[config.mk]
export PLATFORM = sky130hd
export DESIGN_NAME = irq_source_select
export DESIGN_NICKNAME = d
export VERILOG_FILES = /design/src/irq_source_select_pkg.sv /design/src/irq_source_select.sv /design/src/irq_route_mux.sv
export VERILOG_INCLUDE_DIRS = /design/src
export SDC_FILE = /design/constraint.sdc
export NUM_CORES = 1
export LEC_CHECK = 0
export ABC_CLOCK_PERIOD_IN_PS = 2000
export BUFFER_PORTS_ARGS = -buffer_cell sky130_fd_sc_hd__buf_2
export CORE_MARGIN = 1.5
export CORE_UTILIZATION = 44
export CTS_CLUSTER_SIZE = 16
export DETAILED_ROUTE_END_ITERATION = 6
export GPL_TIMING_DRIVEN = 1
export HOLD_SLACK_MARGIN = 0.05
export PLACE_DENSITY = 0.8
export SLEW_MARGIN = 25
export SYNTH_ARGS = -nofsm -noshare
export SYNTH_HDL_FRONTEND = slang
export SYNTH_SLANG_ARGS = --single-unit
[constraint.sdc]
create_clock -name core_clk -period 2 [get_ports core_clk]
set_clock_uncertainty 0.1 [all_clocks]
set_input_delay 0.2 -clock core_clk [delete_from_list [all_inputs] [get_ports core_clk]]
set_output_delay 0.2 -clock core_clk [all_outputs]
set_load 0.03 [all_outputs]
[src/irq_source_select_cfg.svh]
// register map, field positions and reset values of the interrupt source select block
`ifndef IRQ_SOURCE_SELECT_CFG_SVH
`define IRQ_SOURCE_SELECT_CFG_SVH

// register indices; byte address is four times the index
`define IRQ_ROUTE_IDX 10'h00d
`define FILL_CFG_IDX 10'h00e
`define IRQ_STATUS_IDX 10'h010
`define IRQ_MASK_IDX 10'h011

// interrupt_route_config fields
`define ROUTE_SEL0_HI 7
`define ROUTE_SEL0_LO 6
`define ROUTE_SEL1_HI 5
`define ROUTE_SEL1_LO 4
`define ROUTE_TX_SEL1 3
`define ROUTE_FULL 2
`define ROUTE_NOT_EMPTY 1
`define ROUTE_OVERRUN 0

// fifo_fill_config fields
`define FILL_METHOD 7
`define FILL_CTRL 6
`define FILL_TX_DONE 5
`define FILL_TX_START 4

// interrupt status and mask bits
`define ST_OVERRUN 0
`define ST_TX_DONE 1
`define ST_SYNC 2
`define ST_FULL 3
`define ST_WIDTH 4

`define SEL_RESET 2'h0
`define BIT_RESET 1'h0
`define ST_RESET 4'h0

`endif

[src/irq_source_select_pkg.sv]
// types and mode decoding shared by the interrupt source select block
package irq_source_select_pkg;

    typedef enum logic [1:0] {
        MODE_CONTINUOUS,
        MODE_BUFFERED,
        MODE_PACKET
    } data_mode_e;

    // any code with the upper bit set is packet mode
    function automatic data_mode_e decode_mode(input logic [1:0] code);
        decode_mode = code[1] ? MODE_PACKET : (code[0] ? MODE_BUFFERED : MODE_CONTINUOUS);
    endfunction : decode_mode

endpackage : irq_source_select_pkg

[src/irq_source_select.sv]
// interrupt pin routing, fifo flags and fill control behind an apb slave
`timescale 1ns/1ps
`include "irq_source_select_cfg.svh"
module irq_source_select
    import irq_source_select_pkg::*;
(
    input wire logic core_clk,
    input wire logic srst,
    input wire logic ce,
    input wire logic psel,
    input wire logic penable,
    input wire logic pwrite,
    input wire logic [11:0] paddr,
    input wire logic [31:0] pwdata,
    output logic [31:0] prdata,
    output logic pready,
    output logic pslverr,
    input wire logic [1:0] data_mode,
    input wire logic tx_active,
    input wire logic addr_filter_en,
    input wire logic sync_det,
    input wire logic rssi_det,
    input wire logic write_byte,
    input wire logic payload_ready,
    input wire logic crc_ok,
    input wire logic addr_match,
    input wire logic recovered_bit_clock,
    input wire logic fifo_full,
    input wire logic fifo_not_empty,
    input wire logic fifo_thresh,
    input wire logic fifo_overrun,
    input wire logic tx_last_bit,
    output logic irq0_pin,
    output logic irq1_pin,
    output logic fifo_flush,
    output logic fifo_fill_en,
    output logic irq
);

    // ------------------------------------------------------------
    // bus decode
    // ------------------------------------------------------------
    logic [31:0] prdata_q;
    logic pready_q;
    logic pslverr_q;
    wire [9:0] word_idx = paddr[11:2];
    wire access = psel & penable;
    wire setup_done = access & ~pready_q;
    wire wr_en = access & pready_q & pwrite;
    wire hit_route = (word_idx == `IRQ_ROUTE_IDX);
    wire hit_fill = (word_idx == `FILL_CFG_IDX);
    wire hit_status = (word_idx == `IRQ_STATUS_IDX);
    wire hit_mask = (word_idx == `IRQ_MASK_IDX);
    wire hit_any = hit_route | hit_fill | hit_status | hit_mask;
    wire wr_route = wr_en & hit_route;
    wire wr_fill = wr_en & hit_fill;
    wire wr_status = wr_en & hit_status;
    wire wr_mask = wr_en & hit_mask;

    // ------------------------------------------------------------
    // configuration and flags
    // ------------------------------------------------------------
    logic [1:0] sel0_q;
    logic [1:0] sel1_q;
    logic tx_sel1_q;
    logic overrun_q;
    logic overrun_d;
    logic flush_q;
    logic method_q;
    logic tx_start_q;
    logic fill_active_q;
    logic fill_active_d;
    logic fill_en_q;
    logic tx_done_q;
    logic tx_done_d;
    logic full_prev_q;
    logic [3:0] status_q;
    logic [3:0] status_d;
    logic [3:0] mask_q;
    logic irq_q;
    logic irq0_q;
    logic irq1_q;
    wire pin0_d;
    wire pin1_d;

    wire is_buf = (decode_mode(data_mode) == MODE_BUFFERED);
    // method bit only steers buffered mode
    wire manual_fill = is_buf & method_q;
    wire overrun_clr = wr_route & pwdata[`ROUTE_OVERRUN];
    wire fill_clr = wr_fill & pwdata[`FILL_CTRL];

    // overrun set wins over a simultaneous clear
    assign overrun_d = fifo_overrun | (overrun_q & ~overrun_clr);
    // transmit done held until transmit ends
    assign tx_done_d = tx_active & (tx_done_q | tx_last_bit);

    // auto fill starts on sync, manual fill follows the host bit
    always_comb begin
        fill_active_d = fill_active_q;
        if (manual_fill) begin
            if (wr_fill) begin
                fill_active_d = pwdata[`FILL_CTRL];
            end
        end else begin
            fill_active_d = sync_det | (fill_active_q & ~fill_clr);
        end
    end

    wire [3:0] events = {fifo_full & ~full_prev_q, sync_det, tx_active & tx_last_bit,
                         fifo_overrun};
    wire [3:0] st_clr = wr_status ? pwdata[3:0] : 4'h0;
    assign status_d = events | (status_q & ~st_clr);

    // ------------------------------------------------------------
    // read mux
    // ------------------------------------------------------------
    // live fifo flags read through the route register
    wire [7:0] route_rd = {sel0_q, sel1_q, tx_sel1_q, fifo_full, fifo_not_empty, overrun_q};
    wire [7:0] fill_rd = {method_q, fill_active_q, tx_done_q, tx_start_q, 4'h0};
    wire [31:0] rd_data = hit_route ? {24'h0, route_rd} :
                          hit_fill ? {24'h0, fill_rd} :
                          hit_status ? {28'h0, status_q} :
                          hit_mask ? {28'h0, mask_q} : 32'h0;

    // ------------------------------------------------------------
    // source routing
    // ------------------------------------------------------------
    // pin selection
    irq_route_mux u_mux (
        .data_mode(data_mode),
        .tx_active(tx_active),
        .sel0(sel0_q),
        .sel1(sel1_q),
        .tx_sel1(tx_sel1_q),
        .tx_start_sel(tx_start_q),
        .sync_det(sync_det),
        .rssi_det(rssi_det),
        .write_byte(write_byte),
        .payload_ready(payload_ready),
        .crc_ok(crc_ok),
        .addr_match(addr_match),
        .addr_filter_en(addr_filter_en),
        .recovered_bit_clock(recovered_bit_clock),
        .fifo_full(fifo_full),
        .fifo_not_empty(fifo_not_empty),
        .fifo_thresh(fifo_thresh),
        .tx_done(tx_done_q),
        .pin0(pin0_d),
        .pin1(pin1_d)
    );

    // ------------------------------------------------------------
    // registers
    // ------------------------------------------------------------
    // one wait state: the answer comes in the second access cycle
    always_ff @(posedge core_clk) begin
        if (srst) begin
            pready_q <= 1'b0;
            pslverr_q <= 1'b0;
            prdata_q <= 32'h0;
        end else if (ce) begin
            pready_q <= setup_done;
            pslverr_q <= setup_done & ~hit_any;
            prdata_q <= setup_done ? rd_data : 32'h0;
        end
    end

    always_ff @(posedge core_clk) begin
        if (srst) begin
            sel0_q <= `SEL_RESET;
            sel1_q <= `SEL_RESET;
            tx_sel1_q <= `BIT_RESET;
            method_q <= `BIT_RESET;
            tx_start_q <= `BIT_RESET;
            mask_q <= `ST_RESET;
        end else if (ce) begin
            if (wr_route) begin
                sel0_q <= pwdata[`ROUTE_SEL0_HI:`ROUTE_SEL0_LO];
                sel1_q <= pwdata[`ROUTE_SEL1_HI:`ROUTE_SEL1_LO];
                tx_sel1_q <= pwdata[`ROUTE_TX_SEL1];
            end
            if (wr_fill) begin
                method_q <= pwdata[`FILL_METHOD];
                tx_start_q <= pwdata[`FILL_TX_START];
            end
            if (wr_mask) begin
                mask_q <= pwdata[3:0];
            end
        end
    end

    // flags and pins registered on the clock
    always_ff @(posedge core_clk) begin
        if (srst) begin
            overrun_q <= 1'b0;
            flush_q <= 1'b0;
            fill_active_q <= 1'b0;
            fill_en_q <= 1'b0;
            tx_done_q <= 1'b0;
            full_prev_q <= 1'b0;
            status_q <= `ST_RESET;
            irq_q <= 1'b0;
            irq0_q <= 1'b0;
            irq1_q <= 1'b0;
        end else if (ce) begin
            overrun_q <= overrun_d;
            // flush pulse on a written one
            flush_q <= overrun_clr;
            fill_active_q <= fill_active_d;
            fill_en_q <= fill_active_d;
            tx_done_q <= tx_done_d;
            full_prev_q <= fifo_full;
            status_q <= status_d;
            irq_q <= |(status_d & mask_q);
            irq0_q <= pin0_d;
            irq1_q <= pin1_d;
        end
    end

    assign prdata = prdata_q;
    assign pready = pready_q;
    assign pslverr = pslverr_q;
    assign irq0_pin = irq0_q;
    assign irq1_pin = irq1_q;
    assign fifo_flush = flush_q;
    assign fifo_fill_en = fill_en_q;
    assign irq = irq_q;

    wire rx_side = ~tx_active;
    wire is_cont = (data_mode == 2'h0);
endmodule : irq_source_select

[src/irq_route_mux.sv]
// combinational source selection for the two interrupt pins
`timescale 1ns/1ps
module irq_route_mux
    import irq_source_select_pkg::*;
(
    input wire logic [1:0] data_mode,
    input wire logic tx_active,
    input wire logic [1:0] sel0,
    input wire logic [1:0] sel1,
    input wire logic tx_sel1,
    input wire logic tx_start_sel,
    input wire logic sync_det,
    input wire logic rssi_det,
    input wire logic write_byte,
    input wire logic payload_ready,
    input wire logic crc_ok,
    input wire logic addr_match,
    input wire logic addr_filter_en,
    input wire logic recovered_bit_clock,
    input wire logic fifo_full,
    input wire logic fifo_not_empty,
    input wire logic fifo_thresh,
    input wire logic tx_done,
    output logic pin0,
    output logic pin1
);

    data_mode_e mode;
    logic pkt_match;

    assign mode = decode_mode(data_mode);
    // address match replaces sync only when filtering is on
    assign pkt_match = addr_filter_en ? addr_match : sync_det;

    always_comb begin
        pin0 = 1'b0;
        pin1 = 1'b0;
        if (tx_active) begin
            unique case (mode)
                MODE_CONTINUOUS: begin
                    pin1 = recovered_bit_clock;
                end
                MODE_BUFFERED: begin
                    pin0 = fifo_not_empty;
                    pin1 = tx_sel1 ? tx_done : fifo_full;
                end
                MODE_PACKET: begin
                    pin0 = tx_start_sel ? fifo_not_empty : fifo_thresh;
                    pin1 = tx_sel1 ? tx_done : fifo_full;
                end
            endcase
        end else begin
            unique case (mode)
                MODE_CONTINUOUS: begin
                    pin0 = (sel0 == 2'h1) ? rssi_det : sync_det;
                    pin1 = recovered_bit_clock;
                end
                MODE_BUFFERED: begin
                    unique case (sel0)
                        2'h0: pin0 = 1'b0;
                        2'h1: pin0 = write_byte;
                        2'h2: pin0 = fifo_not_empty;
                        2'h3: pin0 = sync_det;
                    endcase
                    unique case (sel1)
                        2'h0: pin1 = 1'b0;
                        2'h1: pin1 = fifo_full;
                        2'h2: pin1 = rssi_det;
                        2'h3: pin1 = fifo_thresh;
                    endcase
                end
                MODE_PACKET: begin
                    unique case (sel0)
                        2'h0: pin0 = payload_ready;
                        2'h1: pin0 = write_byte;
                        2'h2: pin0 = fifo_not_empty;
                        2'h3: pin0 = pkt_match;
                    endcase
                    unique case (sel1)
                        2'h0: pin1 = crc_ok;
                        2'h1: pin1 = fifo_full;
                        2'h2: pin1 = rssi_det;
                        2'h3: pin1 = fifo_thresh;
                    endcase
                end
            endcase
        end
    end

endmodule : irq_route_mux

== After elaboration in Yosys (flattened, before gate mapping) ==
Index checks and enable logic that the tools add are counted.
Widths: inputs -> output; s select.

* Bits in registers: 57
* Bits of input ports: 66
* Output and inout port bits: 39
* Logic and storage cells: 96

* Equal/unequal tests: 13
* Mux-type cells: 24
* Bitwise operators: 32
* Reduce and logical (&&, ||, !) cells: 9

{| class="wikitable"
|+ Operators by type and width
! cell !! number
|-
| $mux 8 || 3
|-
| $eq 10x4->1 const B || 2
|-
| $eq 10x5->1 const B || 2
|-
| $and 1x1->1 || 17
|-
| $pmux 1 s4 || 4
|-
| $mux 4 || 3
|-
| $eq 2x2->1 const B || 5
|-
| $mux 1 || 9
|-
| $and 4x4->4 || 2
|-
| $reduce_and 2->1 || 4
|-
| $eq 2x1->1 const B || 3
|-
| $logic_not 2->1 || 3
|-
| $or 1x1->1 || 6
|-
| $pmux 1 s3 || 2
|-
| $not 1->1 || 5
|-
| $not 4->4 || 1
|-
| $or 4x4->4 || 1
|-
| $pmux 1 s2 || 2
|-
| $reduce_or 4->1 || 1
|-
| $mux 2 || 1
|-
| $ne 2x2->1 const B || 1
|-
| $reduce_or 2->1 || 1
|}

== Depth between registers and ports, before layout ==
Gate-level depths: netlist of the first run.

* Depth in word-level cells: 10
* Depth in mapped cells: 7
* Depth with buffers taken out: 5

== Hierarchy ==
Synthesis of the first run repeated with hierarchy kept, for this count alone.

* Cells, all modules: 231
* Area, all modules: 1889.3 um^2

{| class="wikitable"
|+ By module, submodules not included
! module !! instances !! cells each !! area each (um^2) !! sequential area each (um^2)
|-
| irq_source_select || 1 || 206 || 1691.6 || 660.6
|-
| irq_route_mux || 1 || 25 || 197.7 || 0.0
|}

== Worst setup path after synthesis of the first run ==
No wires, ideal clock.

* Path kind: input-to-reg
* Start point: in paddr[9]
* End point: reg sel0_q[0]
* Library setup time: 0.128 ns
* Arrival: 1.651 ns
* Data required time: 1.772 ns
* Slack: 0.122 ns
* Cell stages on the path: 6
* Buffers on the path: 1
* Cells stage by stage: or4_4 > nand4bb_1 > buf_2 > nor3_4 > mux2i_1 > nor2_1

* Word-level cells in the longest chain between the ends: 3

{| class="wikitable"
|+ RTL lines
! item !! RTL line !! source
|-
| start: declaration || irq_source_select.sv:13 || <nowiki>input wire logic [11:0] paddr,</nowiki>
|-
| $eq 10x4->1 (no source line) || n/a ||
|-
| $and 1x1->1 || irq_source_select.sv:55 || <nowiki>wire wr_route = wr_en & hit_route;</nowiki>
|-
| $reduce_and 2->1 (no source line) || n/a ||
|-
| end signal: assignment || irq_source_select.sv:170 || <nowiki>sel0_q <= `SEL_RESET;</nowiki>
|-
| end signal: assignment || irq_source_select.sv:178 || <nowiki>sel0_q <= pwdata[`ROUTE_SEL0_HI:`ROUTE_SEL0_LO];</nowiki>
|-
| end: declaration || irq_source_select.sv:63 || <nowiki>logic [1:0] sel0_q;</nowiki>
|}

Every way passes these cells.
A chain may end at the register's enable or synchronous reset.

== Final worst setup path of the first run ==
* Start point: in paddr[7]
* End point: reg irq_q (netlist: irq)

* Word-level cells in the longest chain between the ends: 8

{| class="wikitable"
|+ RTL lines
! item !! RTL line !! source
|-
| $eq 10x5->1 (no source line) || n/a ||
|-
| $and 1x1->1 || irq_source_select.sv:57 || <nowiki>wire wr_status = wr_en & hit_status;</nowiki>
|-
| $mux 4 || irq_source_select.sv:111 || <nowiki>wire [3:0] st_clr = wr_status ? pwdata[3:0] : 4'h0;</nowiki>
|-
| $not 4->4 || irq_source_select.sv:112 || <nowiki>assign status_d = events | (status_q & ~st_clr);</nowiki>
|-
| $and 4x4->4 || irq_source_select.sv:112 ||
|-
| $or 4x4->4 || irq_source_select.sv:112 ||
|-
| $and 4x4->4 || irq_source_select.sv:214 || <nowiki>irq_q <= |(status_d & mask_q);</nowiki>
|-
| $reduce_or 4->1 || irq_source_select.sv:214 ||
|-
| end signal: assignment || irq_source_select.sv:214 ||
|-
| end: declaration || irq_source_select.sv:80 || <nowiki>logic irq_q;</nowiki>
|}

Every way passes these cells.

==> impl_metrics.yaml, run 1 <==
synth:
  synth_cell_type_count: 47
  netlist_area_um2: 1880
  yosysSeqAreaShare_pct: 35.1
  synth-seq-cells: 33
  yosysWarnings: 0
  synth_edf_count: 0
  synthFlopType: "dfxtp_1"
  synth_area_per_cell_um2: 8.34
  synth-async-reset-ratio_pct: 0
  syn_inst: 226
global_route:
  grt_use_total_pct: 20.9
  antenna_found_initial: 0
  grt_pass1_wl_mm: 7.19
  grt_max_degree: 20
  grt_pass1_vias: 1606
  grt-ovfl-total: 0
worst_setup_path:
  reg2reg_setup_slack_ns: 0.21
  start_kind: "input port"
  crit_chain: "buf_2 > or4_1 > and4bb_1 > a31oi_1 > nor4_1 > a211oi_1"
  slowest_stage: "or4_1"
  cp.arrival_ns: 1.89
  cp-startpoint: "paddr[7]"
  rr_startpoint: "pready$_SDFFE_PP0P_"
  endpoint_kind: "flip-flop"
  ff2ff_path_depth: 5
  cpPeakStageDelay_ns: 0.54
  critical_path_required_ns: 2.05
  crit_path_end: "irq$_SDFFE_PP0P_"
  path_max_fanout: 7
  critPathKind: "input port to flip-flop"
  r2r-end: "irq$_SDFFE_PP0P_"
clock_network:
  cts.clk_slew.worst_paths_ns: 0.06
  cts_resized: 0
  clock-sinks: 33
  clockBufferDepth: 2
  clock_latency_ns: 0.29
  ctsHoldBuffers: 0
  post_cts_buffers: 0
  cts_tree: "yes"
  h-tree-depth: 2
  cts_root_buffer: "clkbuf_8"
  cts_buffers: 5
floorplan:
  initial_utilization_pct: 46.4
  die_w_um: 68.4
  die_y_um: 68.4
  rows: 23
  die_area_um2: 4680
  core_um2: 4060
  boundaryPins: 105
routing:
  vias: 1811
  wl_met1_mm: 1.96
  wl_mm: 4.61
  first_pass_iters: 4
  ant_nets: 0
  wire_per_inst_um: 13.5
  drcViolationCount: 0
  viasPerCell: 5.30
  wl_met3_um: 420
  top_layer_used: "met4"
  drt-initial-drc-count: 84
  dr_wl_met2_mm: 2.18
cells_and_area:
  most-common-layout-cells: "54 x buf_2, 33 x dfxtp_1, 28 x nor2_1"
  areaGrowthSynthToFinish_pct: 21.8
  final_common_cell: "buf_2"
  nNetsFinal: 357
  final_layout_size_suffix_gt1_share_pct: 28.1
  final_util_pct: 56.6
  diodes: 0
place:
  io_buffers: 54
  dp_hpwl_mm: 3.59
  gp_congestion: 0.879
min_path:
  hold_class: "input port to flip-flop"
  min_from: "pwdata[5]"
pwr:
  ir_drop_uv: 427
  power.leakage_nw: 1.08
  power_density_nw_per_um2: 613
timing:
  fin_tns_setup_ns: 0
  fmax_ghz: 0.544
  slew_violations: 0
  hold_violations: 0
  fin_crit_ns: 1.84
  setup_viol: 0
  finalCritPeriodShare_pct: 91.9
  rsz0062_at_grt: "false"
run_status:
  run_status: "finished clean"
job:
  maxCapViolCount: 0
[registers in the layout (all words and copies together), names as in the netlist]
name	count
fifo_fill_en	1
fifo_flush	1
full_prev_q	1
irq	1
irq0_pin	1
irq1_pin	1
mask_q	4
method_q	1
overrun_q	1
prdata	8
pready	1
pslverr	1
sel0_q	2
sel1_q	2
status_q	4
tx_done_q	1
tx_sel1_q	1
tx_start_q	1
[worst max-delay path, delay by kind of cell]
kind	cells	cell delay (ns)
AO/OA/AOI/OAI	2	0.26
buffers and inverters	1	0.10
AND/OR/NAND/NOR	3	1.33
[cells in the mapped netlist, types with 2 or more instances]
library cell / instances / area share, %
nor2_1: 28 / 5.6
a21o_1: 2 / 0.80
nand3_1: 7 / 1.9
clkbuf_1: 9 / 1.8
a2bb2oi_1: 5 / 2.3
nor2b_1: 8 / 2.7
inv_1: 4 / 0.80
o21ai_0: 8 / 2.1
a22oi_1: 6 / 2.4
o31ai_1: 2 / 0.80
o311ai_0: 2 / 0.93
a31oi_1: 3 / 1.0
nand2_1: 17 / 3.4
mux2i_1: 18 / 9.6
buf_2: 2 / 0.53
a21oi_1: 13 / 3.5
a22o_1: 4 / 1.9
dfxtp_1: 33 / 35
nor3_1: 3 / 0.80
nor3b_1: 2 / 0.80
buf_4: 24 / 9.6
[worst min path at each step]
stage,endpoint,cells past startpoint
6_report,sel1_q[1]$_SDFFE_PP0P_,3
5_1_grt,sel1_q[1]$_SDFFE_PP0P_,3
4_1_cts,sel1_q[1]$_SDFFE_PP0P_,3
3_5_place_dp,prdata[4]$_SDFFE_PP0P_,2
3_3_place_gp,pslverr$_SDFFE_PP0P_,2
2_1_floorplan,pslverr$_SDFFE_PP0P_,2
[stage by stage]
step | power (mW) | cells | hold WS (ns) | cell area (um^2) | setup WS [ns]
floorplan | 0.884 | 249 | 0.224 | 1970 | 0.122
global placement | 0.933 | 334 | 0.327 | 2210 | -0.106
detailed placement | 0.938 | 334 | 0.339 | 2210 | -0.100
CTS | 1.42 | 342 | 0.0555 | 2290 | 0.184
global route | 1.47 | 342 | 0.0559 | 2290 | 0.0594
finish | 1.41 | 342 | 0.0564 | 2290 | 0.161
[per-layer routing]
layer	GRT usage [%]	vias to the layer above
li1	-	895
met1	25.2	831
met2	35.1	81
met3	6.09	4
met4	7.25	0
met5	0	-
[report_power, final]
part	internal (mW)	total (mW)	switching (mW)
combinational	0.0801	0.241	0.161
sequential	0.673	0.684	0.0114
clock	0.241	0.481	0.240
[final cells by class]
type	instances	area, um^2
Multi-Input combinational cell	176	1070
Fill cell	406	1760
Clock inverter	2	10.0
Sequential cell	33	661
Timing Repair Buffer	70	403
Tap cell	50	62.6
Inverter	5	18.8
Clock buffer	6	72.6
[kinds of logic after synthesis]
| group | share of synthesized area (%) |
|---|---|
| other | 0.199 |
| flip-flops | 35.1 |
| multiplexers | 10.2 |
| AO/OA/AOI/OAI | 19.7 |
| buffers and inverters | 12.9 |
| AND/OR/NAND/NOR | 22.0 |
(Power assumes the default switching activity.)
==> run 2, diff against run 1 <==
- CORE_UTILIZATION: 44 -> 46
- CTS_BUF_LIST: unset -> sky130_fd_sc_hd__clkbuf_2
- PLACE_DENSITY: 0.8 -> 0.83
==> impl_metrics.yaml, run 2 (synthesis results as in run 1) <==
run_status:
  run_status: "finished clean"
timing:
  worst_slack_ns: 0.0786
  rsz0062_at_grt: "false"
  whs_ns: 0.0665
  slew_violations: 0
  fmax_ghz: 0.520
  setup_viol: 0
  fin_tns_setup_ns: 0
  fin_crit_ns: 1.92
  hold_violations: 0
  finalCritPeriodShare_pct: 96.1
clock_network:
  clockBufferDepth: 2
  cts.clk_slew.worst_paths_ns: 0.16
  h-tree-depth: 2
  post_cts_buffers: 0
  cts_root_buffer: "clkbuf_2"
  cts_buffers: 5
  clock-sinks: 33
  clock_latency_ns: 0.37
  cts_tree: "yes"
global_route:
  grt-ovfl-total: 0
  grt_pass1_vias: 1651
  grt_use_total_pct: 21.5
  grt_pass1_wl_mm: 7.33
  antenna_found_initial: 0
  grt_max_degree: 21
worst_setup_path:
  cp-startpoint: "paddr[9]"
  cp.arrival_ns: 2.10
  critical_path_required_ns: 2.18
  path_max_fanout: 3
  rr_startpoint: "pready$_SDFFE_PP0P_"
  endpoint_kind: "flip-flop"
  start_kind: "input port"
  critPathKind: "input port to flip-flop"
routing:
  wl_met1_mm: 2.05
  first_pass_iters: 4
  wl_mm: 4.55
  top_layer_used: "met4"
  ant_nets: 0
  drcViolationCount: 0
  wl_met3_um: 285
  dr_wl_met2_mm: 2.16
  drt-initial-drc-count: 89
  wire_per_inst_um: 12.9
  viasPerCell: 5.18
  vias: 1824
place:
  dp_hpwl_mm: 3.41
  pre_cts_slack_ns: -0.0382
  io_buffers: 54
  placed_cells: 330
  gp_congestion: 0.798
  detailed_place.area_um2: 2180
pwr:
  comb_power_share_pct: 20.8
  power.leakage_nw: 1.12
  share_clk_of_total_power_pct: 23.9
  total_power_mw: 1.24
  ir_drop_uv: 237
  switching_power_mw: 0.391
  p_int_mw: 0.849
  swShare_pct: 31.5
  seqPwrFrac_pct: 55.2
  power_density_nw_per_um2: 521
cells_and_area:
  seqCellArea_um2: 662
  nNetsFinal: 368
  fill_cells: 381
  most-common-layout-cells: "54 x buf_2, 32 x dfxtp_1, 28 x nor2_1"
  final_util_pct: 59.9
  largest_register_ffs: 8
  fin_cells: 352
  multi_input_area_um2: 1080
  final_layout_size_suffix_gt1_share_pct: 26.2
  final_common_cell: "buf_2"
  design_area_um2: 2380
  areaGrowthSynthToFinish_pct: 26.2
  diodes: 0
floorplan:
  die_w_um: 67
  initial_utilization_pct: 47.4
  boundaryPins: 105
  die_area_um2: 4490
  core_um2: 3970
  rows: 23
  die_y_um: 67
min_path:
  min_from: "paddr[7]"
  hold_class: "input port to flip-flop"
job:
  maxCapViolCount: 0
[run 2: final timing paths]
path | end | slack [ns] | depth (start not counted)
max | tx_start_q$_SDFFE_PP0P_ | 0.08 | 8
max reg2reg | tx_start_q$_SDFFE_PP0P_ | 0.13 | 7
min | pslverr$_SDFFE_PP0P_ | 0.07 | 4
min reg2reg | pslverr$_SDFFE_PP0P_ | 0.35 | 2
[run 2: layout make-up]
type,count,area share (%)
multi-input combinational,176,45.3
sequential,33,27.8
timing repair buffer,81,22.0
tap,50,2.63
clock buffer,6,1.26
inverter,5,0.789
clock inverter,1,0.158
[run 2: power by group through the flow]
stage	logic, mW	registers [mW]	clock network, mW
after floorplan	0.176	0.708	0
after global placement	0.231	0.698	0
after detailed placement	0.235	0.698	0
after CTS	0.255	0.684	0.301
after global routing	0.283	0.687	0.333
final	0.258	0.685	0.297
[run 2: repair_timing]
action / 4_1_cts / 5_1_grt
resized for setup: 0 / 3
hold endpoints to repair: 20 / 0
hold buffers: 15 / 0
setup endpoints to repair: 0 / 2
[run 2: critical path: stages]
cell and delay, ns:
buf_2 0.11, or4_4 0.56, nor3b_4 0.20, nand3_1 0.12, buf_4 0.17, mux2i_1 0.13
nor2_1 0.05, dlygate4sd3_1 0.56
[run 2: layer usage]
| metal | global-route usage, % | up-vias |
|---|---|---|
| li1 | - | 918 |
| met3 | 5.41 | 7 |
| met5 | 0 | - |
| met4 | 6.63 | 0 |
| met2 | 36.8 | 60 |
| met1 | 26.3 | 839 |
